**src/hw/ntaf_defs.svh**
```systemverilog
`ifndef NTAF_DEFS_SVH
`define NTAF_DEFS_SVH

// ----------------------------------------
// Clock and frame timing
// ----------------------------------------
`define NTAF_CLK_PERIOD_NS 5
`define NTAF_CLK_HZ 200000000
`define NTAF_FRAME_NS 125000
`define NTAF_SLOT_BITS 32
`define NTAF_BIT_CYC (`NTAF_FRAME_NS / `NTAF_CLK_PERIOD_NS / `NTAF_SLOT_BITS)
`define NTAF_DEACT_TMO_MS 32
`define NTAF_DEACT_TMO_FRAMES (`NTAF_DEACT_TMO_MS * 1000000 / `NTAF_FRAME_NS)
`define NTAF_TIMING_FRAMES 4
`define NTAF_CVR_REPEAT 6
`define NTAF_SPT_HZ 2000
`define NTAF_CPT_HZ 96000
`define NTAF_SPT_CYC (`NTAF_CLK_HZ / `NTAF_SPT_HZ)
`define NTAF_CPT_CYC (`NTAF_CLK_HZ / `NTAF_CPT_HZ)

// ----------------------------------------
// Command/indicate field layout
// ----------------------------------------
`define NTAF_CI_FIRST 5'd26
`define NTAF_CI_LAST 5'd29
`define NTAF_CI_DONE 5'd30
`define NTAF_SLOT_LAST 5'd31
`define NTAF_IDLE_BIT 1'b1

// ----------------------------------------
// Command codes, upstream to device
// ----------------------------------------
`define NTAF_CMD_DEACTIVATE_REQUEST 4'h0
`define NTAF_CMD_LAYER1_INIT 4'h1
`define NTAF_CMD_SINGLE_PULSE_TEST 4'h2
`define NTAF_CMD_CONTINUOUS_PULSE_TEST 4'h3
`define NTAF_CMD_RESYNC 4'h4
`define NTAF_CMD_ACTIVATE_REQUEST 4'h8
`define NTAF_CMD_ACTIVATE_LOOP_REQUEST 4'ha
`define NTAF_CMD_SWITCH_THROUGH 4'hc
`define NTAF_CMD_LOOP_SWITCH_THROUGH 4'he
`define NTAF_CMD_DEACTIVATE_CONFIRM 4'hf

// ----------------------------------------
// Indication codes, device to upstream
// ----------------------------------------
`define NTAF_IND_CLOCK_REQUEST 4'h0
`define NTAF_IND_RESYNC 4'h4
`define NTAF_IND_ACTIVATE_REQUEST 4'h8
`define NTAF_IND_FAR_CODE_VIOLATION 4'hb
`define NTAF_IND_ACTIVATION_INDICATE 4'hc
`define NTAF_IND_DEACTIVATED 4'hf

`endif

```
**src/hw/ntaf_pkg.sv**
```systemverilog
`include "ntaf_defs.svh"

package ntaf_pkg;

	// ----------------------------------------
	// Types
	// ----------------------------------------
	typedef enum logic [3:0] {ST_DEACT, ST_TIMING, ST_INFO0_SEEN, ST_PEND_ACT, ST_WAIT_SWITCH, ST_ACTIVE,
		ST_LOST_LINE, ST_LOST_UP, ST_PEND_DEACT, ST_WAIT_CONFIRM, ST_SPT, ST_CPT} ntaf_state_t;

	typedef enum logic [1:0] {TX_QUIET, TX_INFO2, TX_INFO4, TX_TEST} ntaf_txsig_t;

	typedef struct packed {
		ntaf_state_t st;
		logic [4:0] idx;
		logic [3:0] rx_sh;
		logic [3:0] rx_prev;
		logic [3:0] cmd;
		logic [3:0] ind;
		logic [3:0] tx_sh;
		logic ser;
		ntaf_txsig_t tx_sig;
		logic loop2;
		logic transp;
		logic [8:0] frames;
		logic [2:0] cvr_cnt;
		logic viol;
		logic [16:0] pcnt;
		logic pol;
		logic pulse_p;
		logic pulse_n;
	} ntaf_dev_state_t;

	typedef struct packed {
		logic [9:0] div;
		logic [4:0] idx;
		logic bit_stb;
		logic fsync;
		logic [3:0] tx_sh;
		logic ser;
		logic [3:0] rx_sh;
		logic [3:0] rx_prev;
		logic [3:0] ind;
		logic ind_new;
	} ntaf_up_state_t;

	// ----------------------------------------
	// Helpers
	// ----------------------------------------
	// True for slot positions carrying the command/indicate field
	function automatic logic ntaf_in_field(input logic [4:0] i);
		return (i >= `NTAF_CI_FIRST) && (i <= `NTAF_CI_LAST);
	endfunction

endpackage

```
**src/hw/ntaf_ci_if.sv**
```systemverilog
`timescale 1ns/10ps

// Serial frame between upstream end (timing master) and the line end
interface ntaf_ci_if;
	logic frame_sync;
	logic bit_stb;
	logic cmd_ser;
	logic ind_ser;

	modport dev (input frame_sync, input bit_stb, input cmd_ser, output ind_ser);
	modport up (output frame_sync, output bit_stb, output cmd_ser, input ind_ser);
endinterface

```
**src/hw/ntaf_line_end.sv**
```systemverilog
`timescale 1ns/10ps

// Behaviour
// - Deactivated: line quiet; clock request first
// - INFO 0 seen: indicate, await activate
// - Activate command: pending, send INFO 2
// - Loop activate in pending closes loop 2
// - INFO 3 seen: keep INFO 2, await switch
// - Switch-through: active, INFO 4, channels transparent
// - Loop switch-through closes loop 2 when active
// - Receiver sync loss while active: lost framing
// - Resync command: send INFO 2
// - Deactivate: pending until INFO 0 or 32 ms
// - Then wait for deactivate confirm command
// - Single pulse test: alternating pulses, 2 kHz
// - Continuous pulse test: alternating pulses, 96 kHz
// - Code field: 4 bits at slot bits 26-29
// - New code valid after two equal frames
// - Upstream holds a command until acted on
// - Indication follows current state; while active also a pending violation report
// - Command code table for this mode
// - Indication code table for this mode
// - Enabled: violation indicated six frames per multiframe
// - Confirm returns to deactivated, INFO 0 armed

module ntaf_line_end
	import ntaf_pkg::*;
#(
	parameter logic [16:0] SPT_PERIOD_CYC = 17'(`NTAF_SPT_CYC)
)
(
	input wire logic CLK,
	input wire logic SYS_RST,
	input wire logic RX_INFO0,
	input wire logic RX_INFO3,
	input wire logic RX_SYNC,
	input wire logic RX_CODE_VIOL,
	input wire logic MULTIFRAME_END,
	input wire logic VIOLATION_REPORT_EN,
	output ntaf_txsig_t TX_SIGNAL,
	output logic TX_PULSE_P,
	output logic TX_PULSE_N,
	output logic LOOP2_CLOSED,
	output logic CHAN_TRANSPARENT,
	output logic [3:0] IND_CODE,
	output logic [3:0] CMD_CODE,
	ntaf_ci_if.dev ci
);

	ntaf_dev_state_t r_ff;
	ntaf_dev_state_t nxt_r;
	logic frame_tick;
	logic cmd_ok;
	logic [3:0] cmd;
	logic [16:0] period;

	// ----------------------------------------
	// Command decode
	// ----------------------------------------
	// Codes not listed for this mode are dropped here, so no state moves on them
	function automatic logic cmd_defined(input logic [3:0] c);
		return (c == `NTAF_CMD_DEACTIVATE_REQUEST) || (c == `NTAF_CMD_LAYER1_INIT) ||
			(c == `NTAF_CMD_SINGLE_PULSE_TEST) || (c == `NTAF_CMD_CONTINUOUS_PULSE_TEST) ||
			(c == `NTAF_CMD_RESYNC) || (c == `NTAF_CMD_ACTIVATE_REQUEST) ||
			(c == `NTAF_CMD_ACTIVATE_LOOP_REQUEST) || (c == `NTAF_CMD_SWITCH_THROUGH) ||
			(c == `NTAF_CMD_LOOP_SWITCH_THROUGH) || (c == `NTAF_CMD_DEACTIVATE_CONFIRM);
	endfunction

	// ----------------------------------------
	// Next state
	// ----------------------------------------
	always_comb
	begin
		nxt_r = r_ff;
		nxt_r.pulse_p = 1'b0;
		nxt_r.pulse_n = 1'b0;
		frame_tick = 1'b0;

		// Serial slot: shift the command in, the indication out
		if (ci.bit_stb)
		begin
			nxt_r.idx = ci.frame_sync ? 5'h0 : 5'(r_ff.idx + 5'h1);
			if (ntaf_in_field(5'(nxt_r.idx - 5'h1)))
				nxt_r.rx_sh = {r_ff.rx_sh[2:0], ci.cmd_ser};
			if (nxt_r.idx == `NTAF_CI_FIRST)
			begin
				nxt_r.ser = r_ff.ind[3];
				nxt_r.tx_sh = {r_ff.ind[2:0], 1'b1};
			end
			else if (ntaf_in_field(nxt_r.idx))
			begin
				nxt_r.ser = r_ff.tx_sh[3];
				nxt_r.tx_sh = {r_ff.tx_sh[2:0], 1'b1};
			end
			else
				nxt_r.ser = `NTAF_IDLE_BIT;
			if (nxt_r.idx == `NTAF_CI_DONE)
			begin
				frame_tick = 1'b1;
				nxt_r.rx_prev = nxt_r.rx_sh;
				// Single-frame glitches never reach the state machine
				if (nxt_r.rx_sh == r_ff.rx_prev)
					nxt_r.cmd = nxt_r.rx_sh;
			end
		end

		// Frame counter, shared by the clock request hold and the 32 ms timer
		if (frame_tick && (r_ff.frames != 9'h1ff))
			nxt_r.frames = 9'(r_ff.frames + 9'h1);

		// Violation report; an error on the boundary cycle still counts
		if (MULTIFRAME_END)
		begin
			if ((r_ff.viol || RX_CODE_VIOL) && VIOLATION_REPORT_EN)
				nxt_r.cvr_cnt = 3'(`NTAF_CVR_REPEAT);
			nxt_r.viol = 1'b0;
		end
		else
		begin
			if (RX_CODE_VIOL)
				nxt_r.viol = 1'b1;
			if (frame_tick && (r_ff.cvr_cnt != 3'h0))
				nxt_r.cvr_cnt = 3'(r_ff.cvr_cnt - 3'h1);
		end

		// Commands act while held; nothing is latched from a single frame
		cmd = r_ff.cmd;
		cmd_ok = cmd_defined(cmd);
		if (cmd_ok && (cmd == `NTAF_CMD_LAYER1_INIT))
			nxt_r.st = ST_DEACT;
		else if (cmd_ok && (cmd == `NTAF_CMD_DEACTIVATE_REQUEST) && (r_ff.st != ST_DEACT) &&
			(r_ff.st != ST_PEND_DEACT) && (r_ff.st != ST_WAIT_CONFIRM))
			nxt_r.st = ST_PEND_DEACT;
		else if (cmd_ok && (cmd == `NTAF_CMD_SINGLE_PULSE_TEST))
			nxt_r.st = ST_SPT;
		else if (cmd_ok && (cmd == `NTAF_CMD_CONTINUOUS_PULSE_TEST))
			nxt_r.st = ST_CPT;
		else
		begin
			case (r_ff.st)
				ST_DEACT:
					if (RX_INFO0)
						nxt_r.st = ST_TIMING;
					else if ((cmd == `NTAF_CMD_ACTIVATE_REQUEST) || (cmd == `NTAF_CMD_ACTIVATE_LOOP_REQUEST))
						nxt_r.st = ST_PEND_ACT;
				ST_TIMING:
					if (r_ff.frames >= 9'(`NTAF_TIMING_FRAMES))
						nxt_r.st = ST_INFO0_SEEN;
				ST_INFO0_SEEN:
					if ((cmd == `NTAF_CMD_ACTIVATE_REQUEST) || (cmd == `NTAF_CMD_ACTIVATE_LOOP_REQUEST))
						nxt_r.st = ST_PEND_ACT;
				ST_PEND_ACT:
					if (RX_INFO3)
						nxt_r.st = ST_WAIT_SWITCH;
				ST_WAIT_SWITCH:
					if ((cmd == `NTAF_CMD_SWITCH_THROUGH) || (cmd == `NTAF_CMD_LOOP_SWITCH_THROUGH))
						nxt_r.st = ST_ACTIVE;
				ST_ACTIVE:
					if (!RX_SYNC)
						nxt_r.st = ST_LOST_LINE;
					else if (cmd == `NTAF_CMD_RESYNC)
						nxt_r.st = ST_LOST_UP;
				ST_LOST_LINE:
					if (RX_INFO3 && RX_SYNC)
						nxt_r.st = ST_ACTIVE;
				ST_LOST_UP:
					if (!RX_SYNC)
						nxt_r.st = ST_LOST_LINE;
					else if ((cmd == `NTAF_CMD_SWITCH_THROUGH) || (cmd == `NTAF_CMD_LOOP_SWITCH_THROUGH))
						nxt_r.st = ST_ACTIVE;
				ST_PEND_DEACT:
					// Unstable: left on either terminal silence or timer expiry
					if (RX_INFO0 || (r_ff.frames >= 9'(`NTAF_DEACT_TMO_FRAMES)))
						nxt_r.st = ST_WAIT_CONFIRM;
				ST_WAIT_CONFIRM:
					if (cmd == `NTAF_CMD_DEACTIVATE_CONFIRM)
						nxt_r.st = ST_DEACT;
				ST_SPT, ST_CPT:
					nxt_r.st = r_ff.st;
				default:
					nxt_r.st = ST_DEACT;
			endcase
		end

		// Timer restarts on every state entry
		if (nxt_r.st != r_ff.st)
			nxt_r.frames = 9'h0;

		// Loop 2 follows the loop variant of the command that holds the state
		case (nxt_r.st)
			ST_PEND_ACT, ST_WAIT_SWITCH:
				if (cmd == `NTAF_CMD_ACTIVATE_LOOP_REQUEST)
					nxt_r.loop2 = 1'b1;
				else if (cmd == `NTAF_CMD_ACTIVATE_REQUEST)
					nxt_r.loop2 = 1'b0;
			ST_ACTIVE, ST_LOST_LINE, ST_LOST_UP:
				if (cmd == `NTAF_CMD_LOOP_SWITCH_THROUGH)
					nxt_r.loop2 = 1'b1;
				else if (cmd == `NTAF_CMD_SWITCH_THROUGH)
					nxt_r.loop2 = 1'b0;
			default:
				nxt_r.loop2 = 1'b0;
		endcase

		// Line signal and indication follow the state; while active the indication also shows a pending violation report
		nxt_r.transp = 1'b0;
		case (nxt_r.st)
			ST_TIMING, ST_PEND_DEACT:
			begin
				nxt_r.tx_sig = TX_QUIET;
				nxt_r.ind = `NTAF_IND_CLOCK_REQUEST;
			end
			ST_INFO0_SEEN:
			begin
				nxt_r.tx_sig = TX_QUIET;
				nxt_r.ind = `NTAF_IND_ACTIVATE_REQUEST;
			end
			ST_PEND_ACT:
			begin
				nxt_r.tx_sig = TX_INFO2;
				nxt_r.ind = `NTAF_IND_ACTIVATE_REQUEST;
			end
			ST_WAIT_SWITCH, ST_LOST_UP:
			begin
				nxt_r.tx_sig = TX_INFO2;
				nxt_r.ind = `NTAF_IND_ACTIVATION_INDICATE;
			end
			ST_ACTIVE:
			begin
				nxt_r.tx_sig = TX_INFO4;
				nxt_r.transp = 1'b1;
				nxt_r.ind = (nxt_r.cvr_cnt != 3'h0) ? `NTAF_IND_FAR_CODE_VIOLATION
					: `NTAF_IND_ACTIVATION_INDICATE;
			end
			ST_LOST_LINE:
			begin
				nxt_r.tx_sig = TX_INFO2;
				nxt_r.ind = `NTAF_IND_RESYNC;
			end
			ST_SPT, ST_CPT:
			begin
				nxt_r.tx_sig = TX_TEST;
				nxt_r.ind = `NTAF_IND_DEACTIVATED;
			end
			default:
			begin
				nxt_r.tx_sig = TX_QUIET;
				nxt_r.ind = `NTAF_IND_DEACTIVATED;
			end
		endcase

		// Test pulses, polarity alternates pulse to pulse
		period = (r_ff.st == ST_SPT) ? SPT_PERIOD_CYC : 17'(`NTAF_CPT_CYC);
		if ((r_ff.st == ST_SPT) || (r_ff.st == ST_CPT))
		begin
			if (r_ff.pcnt >= 17'(period - 17'h1))
			begin
				nxt_r.pcnt = 17'h0;
				nxt_r.pulse_p = ~r_ff.pol;
				nxt_r.pulse_n = r_ff.pol;
				nxt_r.pol = ~r_ff.pol;
			end
			else
				nxt_r.pcnt = 17'(r_ff.pcnt + 17'h1);
		end
		else
		begin
			nxt_r.pcnt = 17'h0;
			nxt_r.pol = 1'b0;
		end
	end

	// State register
	always_ff @(posedge CLK)
	begin
		if (SYS_RST)
		begin
			r_ff <= '0;
			r_ff.st <= ST_DEACT;
			r_ff.ser <= `NTAF_IDLE_BIT;
			r_ff.cmd <= `NTAF_CMD_DEACTIVATE_CONFIRM;
			r_ff.rx_prev <= `NTAF_CMD_DEACTIVATE_CONFIRM;
			r_ff.ind <= `NTAF_IND_DEACTIVATED;
			r_ff.tx_sig <= TX_QUIET;
		end
		else
			r_ff <= nxt_r;
	end

	// ----------------------------------------
	// Outputs
	// ----------------------------------------
	assign TX_SIGNAL = r_ff.tx_sig;
	assign TX_PULSE_P = r_ff.pulse_p;
	assign TX_PULSE_N = r_ff.pulse_n;
	assign LOOP2_CLOSED = r_ff.loop2;
	assign CHAN_TRANSPARENT = r_ff.transp;
	assign IND_CODE = r_ff.ind;
	assign CMD_CODE = r_ff.cmd;
	assign ci.ind_ser = r_ff.ser;

endmodule // ntaf_line_end

```
**src/flat_wrapper.sv**
```systemverilog
// flat-port wrapper written by rule: the top's interface ports become plain ports
module ntaf_line_end_flat import ntaf_pkg::*;
#(
	parameter logic [16:0] SPT_PERIOD_CYC = 17'(`NTAF_SPT_CYC)
)
  (CLK, SYS_RST, RX_INFO0, RX_INFO3, RX_SYNC, RX_CODE_VIOL, MULTIFRAME_END, VIOLATION_REPORT_EN, TX_SIGNAL, TX_PULSE_P, TX_PULSE_N, LOOP2_CLOSED, CHAN_TRANSPARENT, IND_CODE, CMD_CODE, ci_frame_sync, ci_bit_stb, ci_cmd_ser, ci_ind_ser);
  ntaf_ci_if ci_i ();
  input wire logic CLK;
  input wire logic SYS_RST;
  input wire logic RX_INFO0;
  input wire logic RX_INFO3;
  input wire logic RX_SYNC;
  input wire logic RX_CODE_VIOL;
  input wire logic MULTIFRAME_END;
  input wire logic VIOLATION_REPORT_EN;
  output ntaf_txsig_t TX_SIGNAL;
  output logic TX_PULSE_P;
  output logic TX_PULSE_N;
  output logic LOOP2_CLOSED;
  output logic CHAN_TRANSPARENT;
  output logic [3:0] IND_CODE;
  output logic [3:0] CMD_CODE;
  input wire logic [$bits(ci_i.frame_sync)-1:0] ci_frame_sync;
  input wire logic [$bits(ci_i.bit_stb)-1:0] ci_bit_stb;
  input wire logic [$bits(ci_i.cmd_ser)-1:0] ci_cmd_ser;
  output wire logic [$bits(ci_i.ind_ser)-1:0] ci_ind_ser;
  assign ci_i.frame_sync = ci_frame_sync;
  assign ci_i.bit_stb = ci_bit_stb;
  assign ci_i.cmd_ser = ci_cmd_ser;
  assign ci_ind_ser = ci_i.ind_ser;
  ntaf_line_end #(.SPT_PERIOD_CYC(SPT_PERIOD_CYC)) u_core (.CLK(CLK), .SYS_RST(SYS_RST), .RX_INFO0(RX_INFO0), .RX_INFO3(RX_INFO3), .RX_SYNC(RX_SYNC), .RX_CODE_VIOL(RX_CODE_VIOL), .MULTIFRAME_END(MULTIFRAME_END), .VIOLATION_REPORT_EN(VIOLATION_REPORT_EN), .TX_SIGNAL(TX_SIGNAL), .TX_PULSE_P(TX_PULSE_P), .TX_PULSE_N(TX_PULSE_N), .LOOP2_CLOSED(LOOP2_CLOSED), .CHAN_TRANSPARENT(CHAN_TRANSPARENT), .IND_CODE(IND_CODE), .CMD_CODE(CMD_CODE), .ci(ci_i));
endmodule
```
**config.mk**
```make
export PLATFORM = sky130hd
export DESIGN_NAME = ntaf_line_end_flat
export DESIGN_NICKNAME = d
export VERILOG_FILES = /design/src/hw/ntaf_pkg.sv /design/src/hw/ntaf_ci_if.sv /design/src/hw/ntaf_line_end.sv /design/src/flat_wrapper.sv
export VERILOG_INCLUDE_DIRS = /design/src /design/src/hw
export SDC_FILE = /design/constraint.sdc
export NUM_CORES = 1
export LEC_CHECK = 0
export BUFFER_PORTS_ARGS = -buffer_cell sky130_fd_sc_hd__buf_4
export CAP_MARGIN = 20
export CORE_ASPECT_RATIO = 1.5
export CORE_UTILIZATION = 40
export CTS_BUF_LIST = sky130_fd_sc_hd__clkbuf_4
export DETAILED_ROUTE_END_ITERATION = 8
export GPL_TIMING_DRIVEN = 0
export SLEW_MARGIN = 15
export SYNTH_ARGS = -nofsm -noshare
export SYNTH_HDL_FRONTEND = slang
export SYNTH_SLANG_ARGS = --single-unit
```
**constraint.sdc**
```tcl
create_clock -name CLK -period 2.6 [get_ports CLK]
set_input_delay 0.13 -clock CLK [delete_from_list [all_inputs] [get_ports CLK]]
set_output_delay 0.13 -clock CLK [all_outputs]
set_load 0.05 [all_outputs]
```
==> out/results.tsv, run 1 <==
metric	value	unit
status	complete, no violations	
pre-CTS setup slack	-0.395	ns
total global-route track usage	19.8	%
Final WS setup	0.0692	ns
first-pass GRT wire length	16700	um
Antenna Violating Nets Remaining	0	
Chip Height	124	um
Unique masters post-synth	69	
Hold Crit Class	in -> reg	
flops & latches, synth	66	
Area Growth Syn to Fin	21.3	%
final non-filler cell total	656	
HPWL after DPL	7190	um
Critical Path RT	2.94	ns
max-cap viol count	0	
layout cells sized above 1	22.7	%
crit path cell chain	buf_6 -> nor2_4 -> ha_1 -> or3b_4 -> a21oi_2 -> o21a_1 -> o2111ai_2 -> a211o_1 -> a22oi_2 -> buf_6 -> buf_6 -> nor2_1	
final worst-path cycle share	97.3	%
Core Rows	44	
Hold Slack	0.0884	ns
fin nets	564	
Power Total	2060	uW
Worst Path Buf+Inv	3	
Synth Cell Area	3990	um^2
# IOs	26	
Worst path max stage delay	0.43	ns
Initial Util	41.2	%
Critical-path top delay cell	dfxtp_1	
antenna cell count	0	
post-layout util	50.0	%
Synth Instances	482	
die area	10400	um^2
synth warn	0	
Filler cells	952	
area of the multi-input gates	2620	um^2
Crit path top cell by count	buf_6	
Max VDD drop	0.295	mV
Post-synth EDFFs	0	
fin. max-slew vios	0	
Critical Path Source Type	flop	
Worst Setup Path Type	reg -> reg	
placed cells	620	
GPL Wtd Cong	0.862	
Iteration-0 DRC Markers	194	
Root Buffer	clkbuf_4	
die width	83.6	um
via count	3595	
CTS buffer count	9	
slew margin rel.	58.9	%
largest net degree at the start of global routing	14	
core area	9690	um^2
P per Cell Area	425	nW/um^2
initial antenna violation count	0	
asr flop ratio synth	0	%
Post-Syn Area per Cell	8.28	um^2
Worst setup EP type	flop	
per-cell routed wire length	15.4	um
CTS Buffer Depth	2	
Syn Nets	510	
cell leakage power	0.00186	uW
Initial DRT Pass Iterations	4	
Max Fclk	0.395	GHz
Crit path arrival time	2.87	ns
gr ovfl total	0	
Worst Path Max Fanout	10	
CTS Sinks	66	
crit path time final	2.53	ns
clock latency on the worst-skew pair	0.43	ns
Final Setup Violations	0	
Register Area	1340	um^2
Post-route DRC	0	
level count of the clock H-tree	3	
CP top delay family	compound AO/OA/AOI/OAI gates	
DR vias/cell	5.48	
vias in the first global route	3526	
total routed wirelength	10100	um
Worst-Margin Slew	0.617	ns
endpoints failing hold	0	
TritonCTS clock tree	done	
flop-to-flop setup slack	0.07	ns
PortBufs	23	
sequential area share after synthesis	33.1	%
clock transition at the registers of the reported paths	0.13	ns
Layout Skew	0.0101	ns
main flop type after synthesis	dfxtp_1	
RSZ-0062 raised after global routing	true	
where the power goes:
group	internal [uW]	leakage (uW)	switching, uW	total (uW)
registers	1020	0.000537	9.57	1030
clock network	395	0.0000792	426	821
logic	87.5	0.00124	123	210
final cells by class:
cell class	instances	share of cell area, %
Multi-Input combinational cell	372	54.0
Sequential cell	66	27.6
Timing Repair Buffer	44	7.21
Buffer	27	3.51
Tap cell	115	2.97
Clock inverter	7	2.07
Clock buffer	9	1.39
Inverter	16	1.24
registers in the layout (all words and copies together), names as in the netlist, 2 cells and up:
signal,flops
u_core.CMD_CODE,4
u_core.TX_SIGNAL,2
u_core.IND_CODE,3
u_core.r_ff,52
cell usage in the layout, fill, tap and decap left out, types with 7 or more instances in the layout:
cell / instances
a211oi_1: 7
a21oi_1: 10
buf_4: 49
clkbuf_1: 9
clkbuf_4: 9
dfxtp_1: 60
ha_1: 16
inv_1: 15
mux2i_1: 19
nand2_1: 34
nand3_1: 20
nor2_1: 84
nor2b_1: 8
nor3_1: 13
nor4_1: 7
o21ai_0: 19
xnor2_1: 17
xor2_1: 13
synth_stat cells, drive strengths merged, types with 2 or more instances:
cell type   n  share of area [%]
o41ai       2               0.63
o211ai      2               0.38
nor4b       4                1.4
dfxtp      66                 33
o221ai      2               0.44
and4b       2               0.50
nand4       5               0.78
xor2       14                3.3
and4        2               0.50
o32ai       2               0.91
o22ai       3               0.63
inv        16                1.5
nor3       15                1.9
a21o        2               0.38
nand3      21                2.9
buf        17                2.9
and3        6               0.94
o21a        3               0.56
nor4        8                1.3
a31oi       5               0.78
and3b       2               0.44
mux2i      20                5.0
or2         2               0.31
or4b        2               0.50
a211oi      8                1.6
xnor2      19                4.2
mux2        4                1.2
ha         17                5.3
or4         2               0.38
nor2b      10                1.6
o21ai      20                2.5
a22oi       4               0.88
a21oi      13                1.8
clkbuf     11                1.0
nor3b       3               0.56
and2        4               0.63
a211o       4               0.88
nand2b      5               0.78
nor2       86                8.3
nand2      35                3.3
final timing paths:
path                                 startpoint         endpoint  cells past startpoint
worst max-delay path            u_core.r_ff[63]  u_core.r_ff[10]                     12
worst min-delay path             MULTIFRAME_END  u_core.r_ff[20]                      2
worst max register to register  u_core.r_ff[63]  u_core.r_ff[10]                     12
worst min register to register  u_core.r_ff[38]  u_core.r_ff[38]                      2
routing by layer:
metal,vias to the layer above,part of all wire [%],GRT usage [%]
met1,1704,39,20.6
li1,1806,-,-
met2,66,56,37.6
met4,0,2.0,8.87
met3,19,2.9,3.71
met5,-,0,0
per-stage QoR:
stage | setup TNS [ns] | instance area (um^2)
2_1_floorplan | 0 | 4030
4_1_cts | 0 | 4700
3_5_place_dp | -7.83 | 4340
3_3_place_gp | -7.41 | 4340
6_report | 0 | 4840
5_1_grt | -0.585 | 4840
repair_timing:
item,CTS,global route
buffers inserted,10,7
gates cloned,1,0
pin swaps,6,1
gates resized for setup,20,23
endpoints found under the hold margin,3,0
hold buffers,3,0
setup endpoints to repair,35,39
cells by family (layout without fill, tap and decap cells):
family,Yosys count,count (layout),synth area share [%]
AO/OA/AOI/OAI,80,80,14.7
flip-flops,66,66,33.1
buffers and inverters,44,103,5.45
adder cells (fa/ha/maj),17,17,5.33
multiplexers,24,24,6.24
XOR/XNOR,33,33,7.43
AND/OR/NAND/NOR,218,218,27.7
No activity file was read; power rests on OpenSTA's default activity.
==> inputs of run 2 (changes only) <==
--- a/config.mk
+++ b/config.mk
@@ -9,9 +9,10 @@
 export BUFFER_PORTS_ARGS = -buffer_cell sky130_fd_sc_hd__buf_4
 export CAP_MARGIN = 20
-export CORE_ASPECT_RATIO = 1.5
+export CORE_ASPECT_RATIO = 1.1
 export CORE_UTILIZATION = 40
 export CTS_BUF_LIST = sky130_fd_sc_hd__clkbuf_4
 export DETAILED_ROUTE_END_ITERATION = 8
 export GPL_TIMING_DRIVEN = 0
+export RECOVER_POWER = 25
 export SLEW_MARGIN = 15
 export SYNTH_ARGS = -nofsm -noshare
==> constraint.sdc (replaced) <==
create_clock -name CLK -period 2.6 [get_ports CLK]
set_input_delay 0.13 -clock CLK [delete_from_list [all_inputs] [get_ports CLK]]
set_output_delay 0.13 -clock CLK [all_outputs]
set_load 0.01 [all_outputs]
==> run 2 against run 1 <==
  * Sequential power hardly changed
  * First-iteration DRC count is 29% lower
  * Fmax is 1.3% lower
  * Wire length is 5.8% lower
  * Sequential share of layout area is 0.49 points higher
  * Critical path type unchanged
  * Critical endpoint is now u_core.r_ff[18]
  * Largest power group unchanged
==> out/results.tsv, run 2 (synthesis results as in run 1) <==
metric	value	unit
crit path time final	2.57	ns
Clk network pwr share	31.8	%
# IOs	26	
TritonCTS clock tree	done	
Worst Path Buf+Inv	2	
total global-route track usage	18.9	%
crit path cell chain	nor2b_4 -> nand2_2 -> nor2_4 -> ha_4 -> or3b_4 -> a21oi_2 -> o21a_1 -> o2111ai_2 -> a211o_1 -> a22oi_2 -> buf_6 -> buf_6 -> nor2_1	
HP Start	ci_bit_stb	
Critical Path Source Type	flop	
Worst Path Max Fanout	5	
vias in the first global route	3426	
Core Rows	37	
fin nets	566	
PortBufs	23	
Final WS setup	0.0350	ns
flop-to-flop setup slack	0.03	ns
CTS Sinks	66	
core area	9540	um^2
GPL Wtd Cong	0.839	
Post-route DRC	0	
number of flip-flops in the largest register	52	
status	complete, no violations	
commonest non-fill, non-tap cell in the layout	nor2_1	
Critical Path RT	2.90	ns
Hold Crit Class	in -> reg	
CP top delay family	compound AO/OA/AOI/OAI gates	
clock transition at the registers of the reported paths	0.11	ns
worst reg-to-reg path cell count	13	
first-pass GRT wire length	16100	um
Seq pwr share	58.0	%
antenna cell count	0	
cell leakage power	0.00180	uW
level count of the clock H-tree	3	
Sw Pwr	487	uW
RR Startpoint	u_core.r_ff[66]	
Antenna Violating Nets Remaining	0	
Final Setup Violations	0	
final instance area	4760	um^2
dpl cell area	4340	um^2
Initial DRT Pass Iterations	4	
Critical Path Source	u_core.r_ff[66]	
Chip Height	107	um
TNS Setup	0	ns
final worst-path cycle share	98.7	%
slew margin rel.	61.1	%
initial antenna violation count	0	
Worst setup EP type	flop	
Comb pwr share	10.2	%
hold path endpoint	u_core.r_ff[59]	
Area Growth Syn to Fin	19.2	%
endpoints failing hold	0	
per-cell routed wire length	14.4	um
P per Cell Area	373	nW/um^2
most flop-heavy register	u_core.r_ff	
DR vias/cell	5.44	
fin. max-slew vios	0	
via count	3593	
Worst Setup Path Type	reg -> reg	
clock latency on the worst-skew pair	0.41	ns
layout cells sized above 1	21.7	%
Initial Util	41.9	%
RSZ-0062 raised after global routing	true	
reg2reg end	u_core.r_ff[18]	
max-cap viol count	0	
die width	97.2	um
Hold Path Depth	3	
commonest non-fill, non-tap cells in the layout	nor2_1, dfxtp_1, buf_4, nand2_1	
Hold Slack	0.0458	ns
Max VDD drop	0.196	mV
Iteration-0 DRC Markers	137	
CTS buffer count	9	
Worst-Margin Slew	0.584	ns
Worst path max stage delay	0.37	ns
die area	10400	um^2
Crit path top cell by count	buf_6	
Max Fclk	0.390	GHz
largest net degree at the start of global routing	12	
HPWL after DPL	6680	um
gr ovfl total	0	
switch share	27.4	%
Critical-path top delay cell	dfxtp_4	
Root Buffer	clkbuf_4	
Crit path arrival time	2.86	ns
P_int	1290	uW
total routed wirelength	9500	um
Layout Skew	0.0184	ns
pre-CTS setup slack	-0.467	ns
CTS Buffer Depth	2	
[run 2: cell count changes in the layout (fill, tap and decap cells not counted), sizes merged]
cell / change
clkbuf: +12
buf: -9
clkinv: +6
inv: -3
bufinv: -2
clkinvlp: -1
dlygate4sd3: -1
[run 2: power by group through the flow]
| stage | sequential (uW) | clock [uW] | combinational [uW] |
|---|---|---|---|
| finish | 1030 | 565 | 181 |
| global route | 1030 | 632 | 198 |
| CTS | 1030 | 587 | 165 |
| detailed placement | 1060 | 0 | 158 |
| global placement | 1050 | 0 | 153 |
| floorplan | 1050 | 0 | 109 |
[run 2: how the worst max path moves through the flow]
stage	endpoint	cells after the start
after CTS	u_core.r_ff[18]	14
final	u_core.r_ff[18]	13
after global routing	u_core.r_ff[10]	13
after floorplan	u_core.r_ff[8]	13
after global placement	u_core.r_ff[11]	13
after detailed placement	u_core.r_ff[8]	13
[run 2: layer usage]
layer  share of wire, %  GRT usage, %  up-vias
met5                  0             0        -
met4               0.74          6.41        0
met3                3.1          2.93        5
met2                 50          33.4       66
met1                 46          23.5     1708
li1                   -             -     1814
[run 2: worst register-to-register path, stage by stage, from the launching register on]
cell,delay [ns]
dfxtp_4,0.37
nor2b_4,0.17
nand2_2,0.09
nor2_4,0.17
ha_4,0.15
or3b_4,0.37
a21oi_2,0.12
o21a_1,0.14
o2111ai_2,0.12
a211o_1,0.32
a22oi_2,0.15
buf_6,0.15
buf_6,0.12
nor2_1,0.04
[run 2: final cells by class]
class / count / area [um^2]
sequential: 66 / 1340
timing repair buffer: 46 / 337
tap: 117 / 146
buffer: 27 / 178
inverter: 16 / 63.8
fill: 922 / 4780
multi-input combinational: 372 / 2590
clock buffer: 9 / 67.6
clock inverter: 7 / 36.3
[run 2: through the flow]
stage | utilization [%] | std cells | total power, uW
after global placement | 45.6 | 622 | 1210
after detailed placement | 45.6 | 622 | 1210
after floorplan | - | 482 | 1160
final | 49.9 | 660 | 1780
after global routing | 49.9 | 660 | 1860
after CTS | 48.9 | 654 | 1790
[run 2: timing repair]
item	4_1_cts	5_1_grt
resized for setup	21	20
gates cloned	1	0
hold buffers	2	0
setup buffers	13	7
endpoints found under the setup margin	35	38
endpoints found under the hold margin	2	0
pin swaps	9	4
==> inputs of run 3 (changes only) <==
- CORE_ASPECT_RATIO: 1.1 -> unset
==> run 3 against run 2 <==
  * Largest cell class unchanged
  * Total power grew 10%
  * Cell area grew 0.71%
  * Non-clock buffer count shrank 8
  * Sequential share of layout area decreased by 0.12 points
  * Critical path type unchanged
  * Final cell count is 1.1% higher
==> out/results.tsv, run 3 (synthesis results as in run 1) <==
metric	value	unit
status	complete, no violations	
Core Rows	36	
Chip Height	102	um
Power Total	1960	uW
Hold Crit Class	in -> reg	
worst reg-to-reg path cell count	13	
Final WS setup	0.0462	ns
initial antenna violation count	0	
Worst Path Max Fanout	5	
max-cap viol count	0	
die width	102	um
post-layout util	49.3	%
gr ovfl total	0	
most flop-heavy register	u_core.r_ff	
die area	10400	um^2
Iteration-0 DRC Markers	258	
Final Setup Violations	0	
Worst setup EP type	flop	
Initial DRT Pass Iterations	4	
GPL Wtd Cong	0.953	
total global-route track usage	18.7	%
cell leakage power	0.00180	uW
Area Growth Syn to Fin	20.1	%
level count of the clock H-tree	3	
slew margin rel.	59.3	%
layout cells sized above 1	21.7	%
Worst-Margin Slew	0.602	ns
core area	9730	um^2
Critical Path Source	u_core.r_ff[66]	
commonest non-fill, non-tap cell in the layout	nor2_1	
Worst Setup Path Type	reg -> reg	
CTS Sinks	66	
PortBufs	23	
final worst-path cycle share	98.2	%
number of flip-flops in the largest register	52	
Initial Util	41.0	%
P per Cell Area	408	nW/um^2
Max Fclk	0.392	GHz
flop-to-flop setup slack	0.05	ns
antenna cell count	0	
area of the multi-input gates	2630	um^2
total routed wirelength	9300	um
Crit path arrival time	2.85	ns
RSZ-0062 raised after global routing	true	
Critical Path Source Type	flop	
CP endpoint	u_core.r_ff[6]	
RR Startpoint	u_core.r_ff[66]	
per-cell routed wire length	13.9	um
pre-CTS setup slack	-0.406	ns
largest net degree at the start of global routing	12	
CTS Buffer Depth	2	
Register Area	1340	um^2
clock transition at the registers of the reported paths	0.11	ns
Max VDD drop	0.244	mV
Antenna Violating Nets Remaining	0	
fin nets	558	
via count	3508	
first-pass GRT wire length	15200	um
Root Buffer	clkbuf_4	
Layout Skew	0.0166	ns
crit path time final	2.55	ns
commonest non-fill, non-tap cells in the layout	nor2_1, dfxtp_1, nand2_1, buf_4, nand3_1	
clock latency on the worst-skew pair	0.41	ns
reg2reg end	u_core.r_ff[6]	
Hold Slack	0.0811	ns
CTS buffer count	9	
Post-route DRC	0	
Filler cells	996	
Critical Path RT	2.90	ns
# IOs	26	
TritonCTS clock tree	done	
fin. max-slew vios	0	
endpoints failing hold	0	
DR vias/cell	5.26	
vias in the first global route	3288	
HPWL after DPL	6590	um
## run 3: cell count changes in the layout (fill, tap and decap cells not counted), sizes merged
| cell | delta |
|---|---|
| inv | +1 |
| clkbuf | -1 |
| buf | -7 |
| clkinv | -3 |
| clkinvlp | -1 |
| bufinv | +2 |
## run 3: report_power, final
part | switching, uW | internal, uW | total, uW
Combinational | 91.7 | 76.3 | 168
Sequential | 11.4 | 1020 | 1030
Clock | 377 | 380 | 757
Total | 480 | 1480 | 1960
## run 3: through the flow
stage	instance area [um^2]	TNS [ns]	std cells
after floorplan	4030	0	482
after global placement	4360	-5.62	638
after detailed placement	4360	-7.31	638
after CTS	4710	-0.00425	666
after global routing	4790	-0.830	667
final	4790	0	667
## run 3: worst min path at each step
stage | start | endpoint | depth (start not counted)
2_1_floorplan | ci_cmd_ser | u_core.r_ff[54] | 2
3_3_place_gp | ci_cmd_ser | u_core.r_ff[54] | 3
3_5_place_dp | ci_cmd_ser | u_core.r_ff[54] | 3
4_1_cts | ci_bit_stb | u_core.r_ff[59] | 3
5_1_grt | ci_bit_stb | u_core.r_ff[59] | 3
6_report | ci_bit_stb | u_core.r_ff[59] | 3
## run 3: critical path: stages (launching register included)
cell and delay [ns]:
dfxtp_4 0.37, nor2b_4 0.16, nand2_4 0.06, nor2_4 0.15, ha_4 0.14, or3b_4 0.36, a21oi_2 0.11, o21a_1 0.15
o2111ai_2 0.11, a211o_1 0.32, a22oi_2 0.17, buf_6 0.16, buf_8 0.13, nor2_2 0.04
## run 3: cell type report
cell class / count / area share (%)
multi-input combinational: 372 / 54.8
sequential: 66 / 28.0
timing repair buffer: 39 / 5.98
tap: 133 / 3.47
buffer: 26 / 3.45
clock inverter: 6 / 1.72
clock buffer: 9 / 1.41
inverter: 16 / 1.25
## run 3: timing repair
action                                  4_1_cts  5_1_grt
resized for setup                            22       33
endpoints found under the setup margin       35       35
endpoints found under the hold margin         2        0
pin swaps                                     6        9
cloned                                        1        0
buffers inserted                             11        2
hold buffers                                  2        0
## run 3: routing by layer
metal	track usage [%]	wire length, um	up-vias
met3	4.72	369	11
met4	5.60	110	0
li1	-	-	1789
met5	0	0	-
met2	31.4	4600	60
met1	23.7	4210	1648
